## config.mk

```make
export PLATFORM = sky130hd
export DESIGN_NAME = atc_timer
export DESIGN_NICKNAME = d
export VERILOG_FILES = /design/src/verilog/atc_pkg.sv /design/src/verilog/atc_timer.sv
export VERILOG_INCLUDE_DIRS = /design/src /design/src/verilog
export SDC_FILE = /design/constraint.sdc
export NUM_CORES = 1
export LEC_CHECK = 0
export BUFFER_PORTS_ARGS = -buffer_cell sky130_fd_sc_hd__buf_2
export CORE_ASPECT_RATIO = 0.8
export CORE_MARGIN = 3
export CORE_UTILIZATION = 59
export DETAILED_ROUTE_END_ITERATION = 6
export PLACE_DENSITY = 0.87
export SKIP_CTS_REPAIR_TIMING = 1
export SKIP_LAST_GASP = 1
export SYNTH_ARGS = -nofsm -noshare
export SYNTH_HDL_FRONTEND = slang
export SYNTH_SLANG_ARGS = --single-unit
```

## constraint.sdc

```tcl
create_clock -name clk_sys -period 4.7 [get_ports clk_sys]
set_input_delay 0.94 -clock clk_sys [delete_from_list [all_inputs] [get_ports clk_sys]]
set_output_delay 0.94 -clock clk_sys [all_outputs]
set_load 0.05 [all_outputs]
```

## src/verilog/atc_cfg.svh

```systemverilog
/*
 Register offsets, field positions, reset values and counts of the timer block.
 Assumes inclusion by bare name from the design module, the property module and the bench.
*/
`ifndef ATC_CFG_SVH
`define ATC_CFG_SVH
// -----------------------------------------------------------------
// Register byte addresses
// -----------------------------------------------------------------
`define ATC_OFS_CTRL_A     6'h00
`define ATC_OFS_CTRL_B     6'h04
`define ATC_OFS_COUNT      6'h08
`define ATC_OFS_CMP_A      6'h0C
`define ATC_OFS_CMP_B      6'h10
`define ATC_OFS_ASYNC      6'h14
`define ATC_OFS_IRQ_STAT   6'h18
`define ATC_OFS_IRQ_EN     6'h1C
`define ATC_OFS_IRQ_CLR    6'h20
// -----------------------------------------------------------------
// Control B fields
// -----------------------------------------------------------------
`define ATC_B_FOC_A        7
`define ATC_B_FOC_B        6
`define ATC_B_WGM2         3
`define ATC_B_CS_HI        2
`define ATC_B_CS_LO        0
// -----------------------------------------------------------------
// Control A fields
// -----------------------------------------------------------------
`define ATC_A_COMA_HI      7
`define ATC_A_COMA_LO      6
`define ATC_A_COMB_HI      5
`define ATC_A_COMB_LO      4
`define ATC_A_WGM_HI       1
`define ATC_A_WGM_LO       0
// -----------------------------------------------------------------
// Values
// -----------------------------------------------------------------
`define ATC_BOTTOM         8'h00
`define ATC_MAX            8'hFF
`define ATC_RST_CTRL       8'h00
`define ATC_RST_CMP        8'h00
`define ATC_IRQ_OVF        0
`define ATC_IRQ_CMPA       1
`define ATC_IRQ_CMPB       2
`endif

```

## src/verilog/atc_pkg.sv

```systemverilog
/*
 Types shared by the timer block: waveform modes and bus request carrier.
 Assumes Avalon-MM slave access with 32-bit data.
*/
package atc_pkg;
   typedef enum logic [2:0] {
      ATC_WG_NORMAL   = 3'b000,
      ATC_WG_PWM_PC   = 3'b001,
      ATC_WG_CTC      = 3'b010,
      ATC_WG_FAST     = 3'b011,
      ATC_WG_RSV4     = 3'b100,
      ATC_WG_PWM_PC_A = 3'b101,
      ATC_WG_RSV6     = 3'b110,
      ATC_WG_FAST_A   = 3'b111
   } atc_wgm_t;

   typedef struct packed {
      logic [5:0]  address;
      logic        read;
      logic        write;
      logic [3:0]  byteenable;
      logic [31:0] writedata;
   } atc_bus_req_t;
endpackage : atc_pkg

```

## src/verilog/atc_timer.sv

```systemverilog
/*
 Eight-bit up/down timer/counter with two compare channels and an Avalon-MM slave.
 Assumes one clock clk_sys; oscillator pin synchronised through two flops, a third flop finds its rising edge.
*/
// Notes on behaviour
// RQ1: Bottom is recognised whenever the count equals zero.
// RQ2: Max is recognised whenever the count equals all ones.
// RQ3: Top is max or compare A value, per waveform mode.
// RQ4: Counter is eight bits and counts up or down.
// RQ5: Timer clock is the system clock unless async select picks oscillator pin.
// RQ6: Clock select field bits two to zero picks the tick source.
// RQ7: Force A acts only in non-PWM modes.
// RQ8: Force A strobes a compare match; output A follows its output mode.
// RQ9: Forced A compare raises no flag and never clears the counter.
// RQ10: Force A reads back as zero.
// RQ11: Force B acts only in non-PWM modes.
// RQ12: Force B strobes a compare match; output B follows its output mode.
// RQ13: Forced B compare raises no flag and never clears the counter.
// RQ14: Force B reads back as zero.
// RQ15: Software writes force bits as zero while a PWM mode runs.
// RQ16: Control B bits five and four read as zero.
// RQ17: Counter holds when no clock source is selected.
// RQ18: A real compare match sets that channel's flag, which may interrupt.
// RQ19: Normal mode counts up by one and wraps from max to zero.
`timescale 1ns/1ps
`default_nettype none
`include "atc_cfg.svh"
module atc_timer #(
   parameter int W = 8
) (
   input  wire logic                   clk_sys,
   input  wire logic                   rstn,
   input  wire atc_pkg::atc_bus_req_t  avs_req,
   output var  logic [31:0]            avs_readdata,
   output var  logic                   avs_waitrequest,
   input  wire logic                   osc_pin_in,
   output var  logic                   osc_pin_out,
   output var  logic                   compare_a_output,
   output var  logic                   compare_b_output,
   output var  logic                   irq
);
   // -----------------------------------------------------------------
   // Registers
   // -----------------------------------------------------------------
   logic [7:0]   ctrl_a_r;
   logic [3:0]   ctrl_b_r;
   logic [W-1:0] count_r;
   logic [W-1:0] cmp_a_r;
   logic [W-1:0] cmp_b_r;
   logic         async_sel_r;
   logic [2:0]   stat_r;
   logic [2:0]   en_r;
   logic         dir_down_r;
   logic         oca_r;
   logic         ocb_r;
   logic [9:0]   presc_r;
   logic         osc_s1_r;
   logic         osc_s2_r;
   logic         osc_s3_r;
   logic         ack_r;
   logic [31:0]  rdata_r;
   logic         irq_r;
   logic         osc_out_r;

   // -----------------------------------------------------------------
   // Decode
   // -----------------------------------------------------------------
   wire logic        acc    = (avs_req.read | avs_req.write) & ~ack_r;
   wire logic        wr     = avs_req.write & acc & avs_req.byteenable[0];
   wire logic [5:0]  adr    = avs_req.address;
   wire logic [7:0]  wd     = avs_req.writedata[7:0];
   wire logic        wr_a   = wr & (adr == `ATC_OFS_CTRL_A);
   wire logic        wr_b   = wr & (adr == `ATC_OFS_CTRL_B);
   wire logic        wr_cnt = wr & (adr == `ATC_OFS_COUNT);
   wire logic        wr_ca  = wr & (adr == `ATC_OFS_CMP_A);
   wire logic        wr_cb  = wr & (adr == `ATC_OFS_CMP_B);
   wire logic        wr_as  = wr & (adr == `ATC_OFS_ASYNC);
   wire logic        wr_en  = wr & (adr == `ATC_OFS_IRQ_EN);
   wire logic        wr_clr = wr & (adr == `ATC_OFS_IRQ_CLR);

   wire atc_pkg::atc_wgm_t wgm =
      atc_pkg::atc_wgm_t'({ctrl_b_r[`ATC_B_WGM2], ctrl_a_r[`ATC_A_WGM_HI:`ATC_A_WGM_LO]});
   wire logic non_pwm = (wgm == atc_pkg::ATC_WG_NORMAL) || (wgm == atc_pkg::ATC_WG_CTC);
   wire logic phase_c = (wgm == atc_pkg::ATC_WG_PWM_PC) || (wgm == atc_pkg::ATC_WG_PWM_PC_A);
   wire logic top_a   = (wgm == atc_pkg::ATC_WG_CTC) || (wgm == atc_pkg::ATC_WG_PWM_PC_A)
                        || (wgm == atc_pkg::ATC_WG_FAST_A);
   wire logic [W-1:0] top     = top_a ? cmp_a_r : W'(`ATC_MAX);                      // RQ3
   wire logic         at_bot  = (count_r == W'(`ATC_BOTTOM));                       // RQ1
   wire logic         at_max  = (count_r == W'(`ATC_MAX));                          // RQ2
   wire logic         at_top  = (count_r == top);
   wire logic         match_a = (count_r == cmp_a_r);
   wire logic         match_b = (count_r == cmp_b_r);

   // Force strobes only act in non-PWM modes and never touch flags or count
   wire logic force_a = wr_b & wd[`ATC_B_FOC_A] & non_pwm;                          // RQ7
   wire logic force_b = wr_b & wd[`ATC_B_FOC_B] & non_pwm;                          // RQ11

   // -----------------------------------------------------------------
   // Tick selection
   // -----------------------------------------------------------------
   // Oscillator pin is slow; sampled edges make the tick, no second domain
   wire logic osc_edge = osc_s2_r & ~osc_s3_r;
   wire logic [2:0] cs = ctrl_b_r[`ATC_B_CS_HI:`ATC_B_CS_LO];
   wire logic [9:0] presc_nxt = presc_r + 10'h001;
   wire logic base = async_sel_r ? osc_edge : 1'b1;                                 // RQ5
   logic      tick;
   always_comb begin
      case (cs)                                                                     // RQ6
         3'h0:    tick = 1'b0;                                                      // RQ17
         3'h1:    tick = base;
         3'h2:    tick = base & (presc_r[2:0] == 3'h7);
         3'h3:    tick = base & (presc_r[4:0] == 5'h1F);
         3'h4:    tick = base & (presc_r[5:0] == 6'h3F);
         3'h5:    tick = base & (presc_r[6:0] == 7'h7F);
         3'h6:    tick = base & (presc_r[7:0] == 8'hFF);
         default: tick = base & (presc_r == 10'h3FF);
      endcase
   end

   // -----------------------------------------------------------------
   // Counter
   // -----------------------------------------------------------------
   logic [W-1:0] count_nxt;
   logic         dir_nxt;
   always_comb begin
      count_nxt = count_r;
      dir_nxt   = dir_down_r;
      if (wr_cnt) begin
         count_nxt = wd[W-1:0];
      end else if (tick) begin
         if (phase_c) begin                                                         // RQ4
            if (!dir_down_r && at_top) begin
               dir_nxt   = 1'b1;
               count_nxt = count_r - W'(1);
            end else if (dir_down_r && at_bot) begin
               dir_nxt   = 1'b0;
               count_nxt = count_r + W'(1);
            end else begin
               count_nxt = dir_down_r ? count_r - W'(1) : count_r + W'(1);
            end
         end else begin
            dir_nxt   = 1'b0;
            // Genuine top only; forced matches never clear the count
            count_nxt = at_top ? W'(`ATC_BOTTOM) : count_r + W'(1);                 // RQ19 RQ9 RQ13
         end
      end
   end

   // -----------------------------------------------------------------
   // Compare outputs
   // -----------------------------------------------------------------
   function automatic logic oc_next(input logic [1:0] mode, input logic cur);
      case (mode)
         2'h1:    oc_next = ~cur;
         2'h2:    oc_next = 1'b0;
         2'h3:    oc_next = 1'b1;
         default: oc_next = cur;
      endcase
   endfunction : oc_next

   wire logic [1:0] com_a = ctrl_a_r[`ATC_A_COMA_HI:`ATC_A_COMA_LO];
   wire logic [1:0] com_b = ctrl_a_r[`ATC_A_COMB_HI:`ATC_A_COMB_LO];
   wire logic ev_a = force_a | (tick & match_a & non_pwm);                          // RQ8
   wire logic ev_b = force_b | (tick & match_b & non_pwm);                          // RQ12
   wire logic oca_nxt = ev_a ? oc_next(com_a, oca_r) : oca_r;
   wire logic ocb_nxt = ev_b ? oc_next(com_b, ocb_r) : ocb_r;

   // -----------------------------------------------------------------
   // Flags: set wins over clear; forced matches excluded
   // -----------------------------------------------------------------
   wire logic [2:0] set_ev = {tick & match_b, tick & match_a, tick & at_max & ~phase_c}; // RQ18
   wire logic [2:0] clr    = wr_clr ? wd[2:0] : 3'h0;
   wire logic [2:0] stat_nxt = set_ev | (stat_r & ~clr);

   // -----------------------------------------------------------------
   // Read mux
   // -----------------------------------------------------------------
   wire logic [7:0] rd_b = {2'b00, 2'b00, ctrl_b_r};                                // RQ10 RQ14 RQ16
   logic [7:0] rd_byte;
   always_comb begin
      if (adr == `ATC_OFS_CTRL_A) begin
         rd_byte = ctrl_a_r;
      end else if (adr == `ATC_OFS_CTRL_B) begin
         rd_byte = rd_b;
      end else if (adr == `ATC_OFS_COUNT) begin
         rd_byte = 8'(count_r);
      end else if (adr == `ATC_OFS_CMP_A) begin
         rd_byte = 8'(cmp_a_r);
      end else if (adr == `ATC_OFS_CMP_B) begin
         rd_byte = 8'(cmp_b_r);
      end else if (adr == `ATC_OFS_ASYNC) begin
         rd_byte = {7'h00, async_sel_r};
      end else if (adr == `ATC_OFS_IRQ_STAT) begin
         rd_byte = {5'h00, stat_r};
      end else if (adr == `ATC_OFS_IRQ_EN) begin
         rd_byte = {5'h00, en_r};
      end else begin
         rd_byte = 8'h00;
      end
   end

   // -----------------------------------------------------------------
   // Sequential
   // -----------------------------------------------------------------
   always_ff @(posedge clk_sys) begin
      if (!rstn) begin
         osc_s1_r <= 1'b0;
         osc_s2_r <= 1'b0;
         osc_s3_r <= 1'b0;
      end else begin
         osc_s1_r <= osc_pin_in;
         osc_s2_r <= osc_s1_r;
         osc_s3_r <= osc_s2_r;
      end
   end

   always_ff @(posedge clk_sys) begin
      if (!rstn) begin
         ctrl_a_r    <= `ATC_RST_CTRL;
         ctrl_b_r    <= 4'h0;
         cmp_a_r     <= W'(`ATC_RST_CMP);
         cmp_b_r     <= W'(`ATC_RST_CMP);
         async_sel_r <= 1'b0;
         en_r        <= 3'h0;
      end else begin
         if (wr_a)  ctrl_a_r    <= wd;
         if (wr_b)  ctrl_b_r    <= wd[3:0];
         if (wr_ca) cmp_a_r     <= wd[W-1:0];
         if (wr_cb) cmp_b_r     <= wd[W-1:0];
         if (wr_as) async_sel_r <= wd[0];
         if (wr_en) en_r        <= wd[2:0];
      end
   end

   always_ff @(posedge clk_sys) begin
      if (!rstn) begin
         count_r    <= W'(`ATC_BOTTOM);
         dir_down_r <= 1'b0;
         presc_r    <= 10'h000;
         oca_r      <= 1'b0;
         ocb_r      <= 1'b0;
         stat_r     <= 3'h0;
         irq_r      <= 1'b0;
      end else begin
         count_r    <= count_nxt;
         dir_down_r <= dir_nxt;
         presc_r    <= base ? presc_nxt : presc_r;
         oca_r      <= oca_nxt;
         ocb_r      <= ocb_nxt;
         stat_r     <= stat_nxt;
         irq_r      <= |(stat_nxt & en_r);
      end
   end

   // One wait cycle: request taken when ack_r is low, answered the next edge
   always_ff @(posedge clk_sys) begin
      if (!rstn) begin
         ack_r     <= 1'b0;
         rdata_r   <= 32'h0000_0000;
         osc_out_r <= 1'b0;
      end else begin
         ack_r     <= acc;
         rdata_r   <= acc ? {24'h00_0000, rd_byte} : 32'h0000_0000;
         osc_out_r <= ~osc_s2_r;
      end
   end

   assign avs_readdata     = rdata_r;
   assign avs_waitrequest  = ~ack_r;
   assign compare_a_output = oca_r;
   assign compare_b_output = ocb_r;
   assign irq              = irq_r;
   assign osc_pin_out      = osc_out_r;
endmodule : atc_timer
`default_nettype wire

```

[After elaboration in Yosys (flattened, before gate mapping)]
Cells that the tools add are included.
Cells by class
  $add $sub $neg: 3
  equal/unequal tests: 35
  mux-type cells: 24
  bitwise gates (word level): 42
  reduce and logical (&&, ||, !) cells: 19
Operator list (number)
  8-bit 2-to-1 mux: 13
  1-bit bitwise AND: 28
  6-bit by 5-bit equality test with 1-bit output (second input constant): 4
  8-bit equality test: 3
  3-bit equality test (second input constant): 6
  8-bit equality test (second input constant): 2
  6-bit by 4-bit equality test with 1-bit output (second input constant): 2
  6-bit equality test (second input constant): 2
  3-bit 2-to-1 mux: 4
  10-bit by 1-bit adder with 10-bit output (second input constant): 1
  10-bit equality test (second input constant): 1
  3-bit by 2-bit equality test with 1-bit output (second input constant): 3
  8-bit by 1-bit adder with 8-bit output (second input constant): 1
  2-bit equality test (second input constant): 4
  8-bit logical NOT: 1
  8-bit by 1-bit subtractor with 8-bit output (second input constant): 1
  7-bit equality test (second input constant): 1
  1-bit inverter: 7
  1-bit case mux with 7 select lines: 1
  3-bit bitwise AND: 2
  3-bit by 1-bit equality test with 1-bit output (second input constant): 2
  6-bit by 3-bit equality test with 1-bit output (second input constant): 1
  3-bit logical NOT: 2
  6-bit logical NOT: 1
  other kinds (16): 30
Storage, ports and cells
  flip-flop bits (word level): 94
  input bits: 47
  output and inout port bits: 37
  logic and storage cells: 143

[Depth between registers and ports, before layout]
Gate-level depths: netlist of run 1.
  word-level depth: 11
  mapped depth: 12
  depth with buffers taken out: 11

[Worst setup path after synthesis of run 1]
No wires, ideal clock.
  kind: in2reg
  start: input avs_req[42] (netlist name)
  end: register count_r[7]
  setup time: 0.114 ns
  arrival time: 2.654 ns
  required time: 4.586 ns
  path slack: 1.932 ns
  stages on the path: 10
  buffers on the path: 3
  cell sequence: buf_2 -> or4_1 -> buf_2 -> nor2_4 -> and3_1 -> buf_2 -> nor2_1 -> o211ai_1 -> o21ai_1 -> a21o_1
Between the ends
  longest elaborated chain between the ends: 3
  elaborated cells on any way between the ends: 4
  those cells by class: eq/ne (1); mux (1); bitwise (1); reduce/logical (1)
Ends and longest elaborated chain
  start, declared: line atc_timer.sv:33  | input wire atc_pkg::atc_bus_req_t avs_req,
  6-bit by 4-bit equality test with 1-bit output (no line) (*)
  1-bit bitwise AND (*): line atc_timer.sv:74  | wire logic wr_cnt = wr & (adr == `ATC_OFS_COUNT);
  8-bit 2-to-1 mux or 2-bit nonzero test (tied branches)
  end signal, assigned: line atc_timer.sv:237  | count_r <= W'(`ATC_BOTTOM);
  end signal, assigned: line atc_timer.sv:245  | count_r <= count_nxt;
  end, declared: line atc_timer.sv:47  | logic [W-1:0] count_r;
Every way passes the cells marked *; elsewhere a longest branch is shown, timed or not.
A chain may end at the register's enable or synchronous reset.

[Worst setup path in the final report of run 1]
  start: register presc_r[0]
  end: register ocb_r, in the netlist compare_b_output
Between the ends
  longest elaborated chain between the ends: 7
  elaborated cells on any way between the ends: 17
  those cells by class: eq/ne (6); mux (1); bitwise (9); reduce/logical (1)
Ends and longest elaborated chain
  start, declared: line atc_timer.sv:56  | logic [9:0] presc_r;
  start signal, assigned: line atc_timer.sv:247  | presc_r <= base ? presc_nxt : presc_r;
  10-bit equality test (tied with other cells): line atc_timer.sv:116  | default: tick = base & (presc_r == 10'h3FF);
  1-bit bitwise AND (tied with other cells): line atc_timer.sv:116
  1-bit case mux with 7 select lines (*): line atc_timer.sv:108  | case (cs)
  1-bit bitwise AND (*) (2 in series): line atc_timer.sv:164  | wire logic ev_b = force_b | (tick & match_b & non_pwm);
  1-bit bitwise OR (*): line atc_timer.sv:164
  2-bit AND reduction (no line) (*)
  end signal, assigned: line atc_timer.sv:249  | ocb_r <= ocb_nxt;
  end, declared: line atc_timer.sv:55  | logic ocb_r;
Marks and branches as above.

==> results by group, run 1 <==
Route
  – ANT nets after route: 0
  – Per-cell routed wire length: 17.26 um
  – Vias per cell: 6.165
  – Via count: ~3.5k
  – Initial drt markers: between 400 and 500
  – Drt drc: 0
  – Post-Route WL: around 9800 um
  – Pre-Repair DR Iteration Count: 6

Outcome
  – Outcome: completed

GRT
  – First-pass GRT wire length: 15,920 um
  – GR Overflow Total: 0
  – Initial antenna violation count: 0
  – Vias in the first global route: ~3.2k
  – Largest net degree at the start of global routing: 51
  – Global-route usage over all layers: 0.2590

Cells and area
  – Synth-to-Final Area Change: 8.507%
  – Post-route cell area: approximately 4200 um2
  – Layout cells sized above 1: 0.1434
  – Final Core Density: 0.6889
  – Commonest cells after routing, fill and taps aside: dfxtp_1 (70), nor2_1 (55), nand2_1 (35), mux2i_1 (34), buf_2 (32)
  – Most common cell after layout, fill and taps aside: dfxtp_1
  – Filler Cell Count: 478
  – N_diodes: 0
  – Nets: roughly 540

Logic synthesis
  – Seq/Total Area, Yosys: 0.3582
  – Synth cell types: 70
  – Post-synth EDFFs: 0
  – Post-synthesis area per instance: around 8.4 um2
  – Post-synthesis instance total: about 470
  – Async set or reset register ratio after synthesis: 0
  – Synth Flop Type: dfxtp_1
  – Synthesized area: 3913 um2
  – Yosys warning total: 0
  – Register bit total from synthesis: 70

CTS
  – Clock root buffer: clkbuf_8
  – H-tree Lvls: 3
  – CTS Buffer Depth: 2
  – CTS clk-pin slew, worst paths: 80 ps
  – Clk_lat worst skew: between 300 and 400 ps
  – CTS tree: yes
  – Clk sinks: 70
  – Inserted Clock Buffers: 9

Pwr
  – Clock share of power: 0.470
  – Internal power: slightly above 1 mW
  – Leak Pwr: around 1.7 nW
  – Power share of the combinational group: 0.090
  – Sw Ratio: 0.2536
  – Pwr Density: 326.9 nW/um2
  – Sequential share of power: 0.440
  – Maximum VDD drop: 0.2164 mV
  – Sw power: 352.0 uW

Setup path
  – Critical path endpoint category: register
  – CP arrival: approximately 3300 ps
  – Setup crit start kind: register
  – Crit Path Class: reg2reg
  – CP max FO: 12
  – Critical Path RT: around 5000 ps

Timing
  – Worst-margin pin slew: 978.5 ps
  – Tcrit/Tclk final: 0.6525
  – Hold Violations, Final: 0
  – Setup Skew: roughly 6.6 ps
  – Final slew viol count: 0
  – Final min period: between 3000 and 4000 ps
  – Worst slew margin: 0.3477
  – Setup TNS Final: 0 ps
  – Setup violators final: 0
  – RSZ-0062 raised after global routing: no
  – FMAX: 326.1 MHz

Die
  – Die W: between 90 and 100 um
  – Placeable Area: about 6000 um2
  – Vert. Die Dim: 78.84 um
  – Row count: 25
  – I/O Pins: between 80 and 90
  – DIE AREA: approximately 7700 um2
  – Initial core utilization: 0.6349

Placement
  – Port buffer count: 32
  – Routability cong.: approximately 0.93
  – Post-DP HPWL: between 6000 and 7000 um
  – Post-DP Area: roughly 4000 um2

Hold path
  – HP Class: reg2reg

Job
  – Max-cap viol count: 0
per-stage QoR:
stage          power [mW]  std cells  setup slack, ps  hold WS (ps)
6_report            1.388        569             1633         437.8
3_5_place_dp       0.7456        553             1513         419.9
5_1_grt             1.430        569             1359         461.5
3_3_place_gp       0.7432        553             1513         414.4
4_1_cts             1.392        569             1667         438.5
2_1_floorplan      0.7340        488             1932         407.6
logic make-up (layout without fill, tap and decap cells):
group                      after synthesis  after routing  share of synthesized area
and+or+nand+nor                        184            184                     0.2395
other                                    1             24                  0.0009585
muxes                                   41             41                     0.1110
AOI/OAI and AO/OA                       81             81                     0.1420
buffers and inverters                   64             64                    0.08986
xor gates and xnor gates                19             19                    0.04253
DFF                                     70             70                     0.3582
adders and majority gates                5              5                    0.01599
critical path, stage by stage, from the launching register on:
cell and delay, ps:
dfxtp_1 340, ha_1 240, and3_1 190, ha_1 170, and3b_1 200, a2111oi_0 60, a21oi_1 780, nor3_1 260
o21ai_0 400, o21ai_0 150, nand2_1 90, a21oi_1 50
final timing paths:
kind         startpoint               end  slack, ps  depth (start not counted)
max          presc_r[0]  compare_b_output       1630                         11
min            osc_s1_r          osc_s2_r        440                          1
max reg2reg  presc_r[0]  compare_b_output       1630                         11
min reg2reg    osc_s1_r          osc_s2_r        440                          1
power by group through the flow:
stage / sequential, mW / combinational, mW / clock [mW]
floorplan: 0.620 / 0.114 / 0
CTS: 0.610 / 0.123 / 0.660
global route: 0.612 / 0.133 / 0.685
global placement: 0.623 / 0.120 / 0
detailed placement: 0.624 / 0.122 / 0
finish: 0.611 / 0.125 / 0.652
registers in the layout, indices dropped and copies added, names as in the netlist, 4 cells and up:
name          cells
presc_r          10
avs_readdata      8
cmp_a_r           8
cmp_b_r           8
count_r           8
ctrl_a_r          8
ctrl_b_r          4
layout make-up:
type                    count  area (um2)  area share
clock inverters             7       145.1     0.03419
repair buffers             34       175.2     0.04126
multi-input cells         354        2246      0.5290
clock buffers               9       123.9     0.02918
inverters                  14       52.55     0.01238
flip-flops and latches     70        1401      0.3301
well taps                  81       101.3     0.02387
synthesized netlist by cell type, types with 2 or more instances:
master	number	area share
and2_1	6	0.0096
a221oi_1	4	0.0090
nand4_1	8	0.013
a21oi_1	25	0.032
nor3_2	2	0.0051
nor3_1	13	0.017
mux2_2	5	0.014
a211oi_1	4	0.0077
or3_1	2	0.0032
nand3_1	23	0.029
dfxtp_1	70	0.36
a22oi_1	4	0.0077
buf_4	26	0.050
xor2_1	4	0.0090
buf_2	5	0.0064
nor3b_1	3	0.0058
o22ai_1	5	0.0080
clkbuf_1	16	0.015
a222oi_1	3	0.0077
and2_0	2	0.0032
inv_1	12	0.012
ha_1	5	0.016
and3_1	9	0.014
o211ai_1	2	0.0038
a22o_1	2	0.0045
mux2i_1	34	0.087
nor2_1	55	0.053
nand2b_1	10	0.016
o221ai_1	2	0.0045
buf_1	2	0.0019
o21ai_0	11	0.014
a32oi_1	2	0.0045
o2111ai_1	2	0.0045
nor2b_1	3	0.0048
nand2_1	35	0.034
xnor2_1	15	0.034
metal layers:
| layer | part of all wire | global-route usage | vias up |
|---|---|---|---|
| met4 | 0.026 | 0.1178 | 0 |
| met5 | 0 | 0 | - |
| met2 | 0.45 | 0.4022 | 218 |
| met3 | 0.11 | 0.05795 | 32 |
| met1 | 0.42 | 0.3457 | 1626 |
| li1 | - | - | 1632 |
Power figures use the tool's default switching activity.
==> run 2, diff against run 1 <==
--- a/config.mk
+++ b/config.mk
@@ -6,12 +6,13 @@
 export SDC_FILE = /design/constraint.sdc
 export NUM_CORES = 1
 export LEC_CHECK = 0
+export ABC_AREA = 1
 export BUFFER_PORTS_ARGS = -buffer_cell sky130_fd_sc_hd__buf_2
 export CORE_ASPECT_RATIO = 0.8
 export CORE_MARGIN = 3
-export CORE_UTILIZATION = 59
+export CORE_UTILIZATION = 55
 export DETAILED_ROUTE_END_ITERATION = 6
-export PLACE_DENSITY = 0.87
+export PLACE_DENSITY = 0.82
 export SKIP_CTS_REPAIR_TIMING = 1
 export SKIP_LAST_GASP = 1
 export SYNTH_ARGS = -nofsm -noshare
==> constraint.sdc (replaced) <==
create_clock -name clk_sys -period 2.9 [get_ports clk_sys]
set_input_delay 0.58 -clock clk_sys [delete_from_list [all_inputs] [get_ports clk_sys]]
set_output_delay 0.58 -clock clk_sys [all_outputs]
set_load 0.05 [all_outputs]
==> results by group, run 2 <==
Route
  – Via count: 3,883 (+11%)
  – Post-Route WL: 10,360 um (+5.5%)
  – ANT nets after route: 0 (unchanged)
  – Vias per cell: 5.579 (-9.5%)
  – Drt drc: 0 (unchanged)
  – Pre-Repair DR Iteration Count: 6 (unchanged)
  – Per-cell routed wire length: 14.89 um (-14%)
  – Initial drt markers: 378 (-6.4%)

Timing
  – Worst slew margin: 0.5823 (+0.2346)
  – Setup Skew: 8.059 ps (+1.442 ps)
  – RSZ-0062 raised after global routing: no
  – FMAX: 498.9 MHz (+53%)
  – Min Hold Slack: 407.3 ps (-30.50 ps)
  – Worst-margin pin slew: 621.8 ps (-356.7 ps)
  – Hold Violations, Final: 0 (unchanged)
  – Final slew viol count: 0 (unchanged)
  – Setup TNS Final: 0 ps (unchanged)
  – Setup violators final: 0 (unchanged)
  – Final min period: 2005 ps (-1062 ps)
  – Tcrit/Tclk final: 0.6912 (+0.03869)

Placement
  – Routability cong.: 0.9504 (+2.7%)
  – Port buffer count: 32 (unchanged)
  – # placed instances: 680 (+23%)
  – Post-DP HPWL: 7650 um (+12%)

Cells and area
  – Layout cells sized above 1: 0.1757 (+0.03226)
  – N_diodes: 0 (unchanged)
  – Synth-to-Final Area Change: 6.921%
  – Most common cell after layout, fill and taps aside: nand2_1
  – Commonest cells after routing, fill and taps aside: nand2_1 (102), dfxtp_1 (70), inv_1 (65), a21oi_1 (61), o21ai_0 (49)
  – Final Core Density: 0.6266 (-0.06230)
  – Layout Cells excl Fill: 696 (+22%)
  – Top reg by flops: presc_r
  – Nets: 656 (+23%)
  – Largest register FFs: 10 (unchanged)

Hold path
  – HP Class: in2reg
  – Worst Min Path Start: osc_pin_in
  – Hold path endpoint: osc_s1_r
  – Hold Crit Depth: 3 (+2)

GRT
  – GR Overflow Total: 0 (unchanged)
  – First-pass GRT wire length: 17,260 um (+8.4%)
  – Global-route usage over all layers: 0.2525 (-0.006529)
  – Initial antenna violation count: 0 (unchanged)
  – Vias in the first global route: 3,637 (+14%)
  – Largest net degree at the start of global routing: 50 (-2.0%)

Setup path
  – CP arrival: 2300 ps (-990 ps)
  – Reg-to-reg startpoint: presc_r[0]
  – Setup crit start kind: register
  – Critical Path RT: 3190 ps (-1730 ps)
  – Crit Path Class: reg2reg
  – FF-to-FF End: compare_a_output
  – Critical path endpoint category: register
  – Setup slack, reg-to-reg: 900 ps (-740 ps)
  – Cells on worst reg2reg path: 15 (+4)
  – CP max FO: 5 (-7)

Logic synthesis
  – Post-synth EDFFs: 0 (unchanged)
  – Async set or reset register ratio after synthesis: 0 (unchanged)
  – Synth Flop Type: dfxtp_1
  – Top cells by area, synth: dfxtp_1 (34%), nand2_1 (9.2%), a21oi_1 (7.3%)
  – Yosys warning total: 0 (unchanged)
  – Synthesized area: 4158 um2 (+6.3%)
  – Post-synthesis area per instance: 7.206 um2 (-14%)
  – Synth cell types: 42 (-40%)
  – Post-synthesis instance total: 577 (+24%)
  – Synth top area share: 0.3370 (-0.02113)
  – Register bit total from synthesis: 70 (unchanged)
  – Synth top cells by count: nand2_1 (102), dfxtp_1 (70), inv_1 (65)
  – Seq/Total Area, Yosys: 0.3370 (-0.02113)
  – Area leader, netlist: dfxtp_1
  – Most frequent cell after synthesis: nand2_1

Die
  – Placeable Area: 7094 um2 (+15%)
  – I/O Pins: 84 (unchanged)
  – Vert. Die Dim: 83.77 um (+6.3%)
  – DIE AREA: 8645 um2 (+13%)
  – Row count: 27 (+8.0%)
  – Initial core utilization: 0.5861 (-0.04886)
  – Die W: 103.2 um (+6.4%)

Pwr
  – Maximum VDD drop: 0.2536 mV (+17%)
  – Pwr Density: 459.3 nW/um2 (+41%)
  – Leak Pwr: 2.020 nW (+20%)

CTS
  – Clk_lat worst skew: 360 ps (about the same)
  – H-tree Lvls: 3 (unchanged)
  – Inserted Clock Buffers: 9 (unchanged)
  – Clk sinks: 70 (unchanged)
  – CTS Buffer Depth: 2 (unchanged)
  – CTS clk-pin slew, worst paths: 70 ps (about the same)
  – CTS tree: yes
  – Clock root buffer: clkbuf_8

Outcome
  – Outcome: completed

Job
  – Max-cap viol count: 0 (unchanged)
## run 2: cell types whose count changed after synthesis, moves of 11 or more
cell,previous run,this run
nand3_1,23,38
nor2_1,55,34
nand2_1,35,102
mux2i_1,34,0
nor2_4,1,12
nor3_1,13,2
o21ai_0,11,49
inv_1,12,65
a21oi_1,25,61
## run 2: final cells by class
type | instances | area (um2)
Multi-Input combinational cell | 409 | 2233
Tap cell | 87 | 108.9
Clock buffer | 10 | 127.6
Timing Repair Buffer | 35 | 182.7
Clock inverter | 6 | 86.33
Inverter | 79 | 305.3
Fill cell | 643 | 2649
Sequential cell | 70 | 1401
## run 2: cells by family after synthesis
group	Yosys count	share of synthesized area
compound gates	136	0.1797
xor+xnor	20	0.04213
fa+ha+maj	5	0.01505
buf+inv	121	0.1466
flops	70	0.3370
other cells	1	0.0009019
simple gates	224	0.2787
## run 2: per-stage QoR
stage               setup WS (ps)  area, um2  power, mW
CTS                         906.9       4446      2.047
global placement            794.7       4232      1.193
finish                      895.5       4446      2.042
floorplan                    1129       4244      1.177
global route                681.8       4446      2.110
detailed placement          761.3       4232      1.197
## run 2: worst max-delay path by stage
stage	start	cells after the start	to	slack [ps]
4_1_cts	presc_r[0]	15	compare_a_output	910
3_3_place_gp	avs_req[39]	12	count_r[5]	790
5_1_grt	presc_r[1]	15	compare_a_output	680
3_5_place_dp	avs_req[39]	12	count_r[3]	760
2_1_floorplan	ack_r	8	irq	1130
6_report	presc_r[0]	15	compare_a_output	900
## run 2: per-layer routing
layer,track usage,up-vias,part of all wire
met5,0,-,0
met3,0.07185,24,0.11
met4,0.06941,0,0.016
met1,0.3615,1755,0.45
li1,-,1891,-
met2,0.3681,213,0.43
## run 2: report_power, final
group / internal, mW / leakage [nW] / switching (mW)
logic: 0.0383 / 1.35 / 0.160
clock network: 0.483 / 0.106 / 0.381
registers: 0.971 / 0.566 / 0.00909
## run 2: critical path, cell delays in order, from the launching register on
cell and delay (ps):
dfxtp_1 330, ha_1 230, nand3_2 120, inv_1 50, ha_1 170, o21ai_1 120, nand2_1 60, o21ai_1 110
inv_1 80, nand2_4 140, inv_2 70, nand2_1 150, o21ai_2 80, nand3_1 70, nand2_1 50, a21oi_1 120
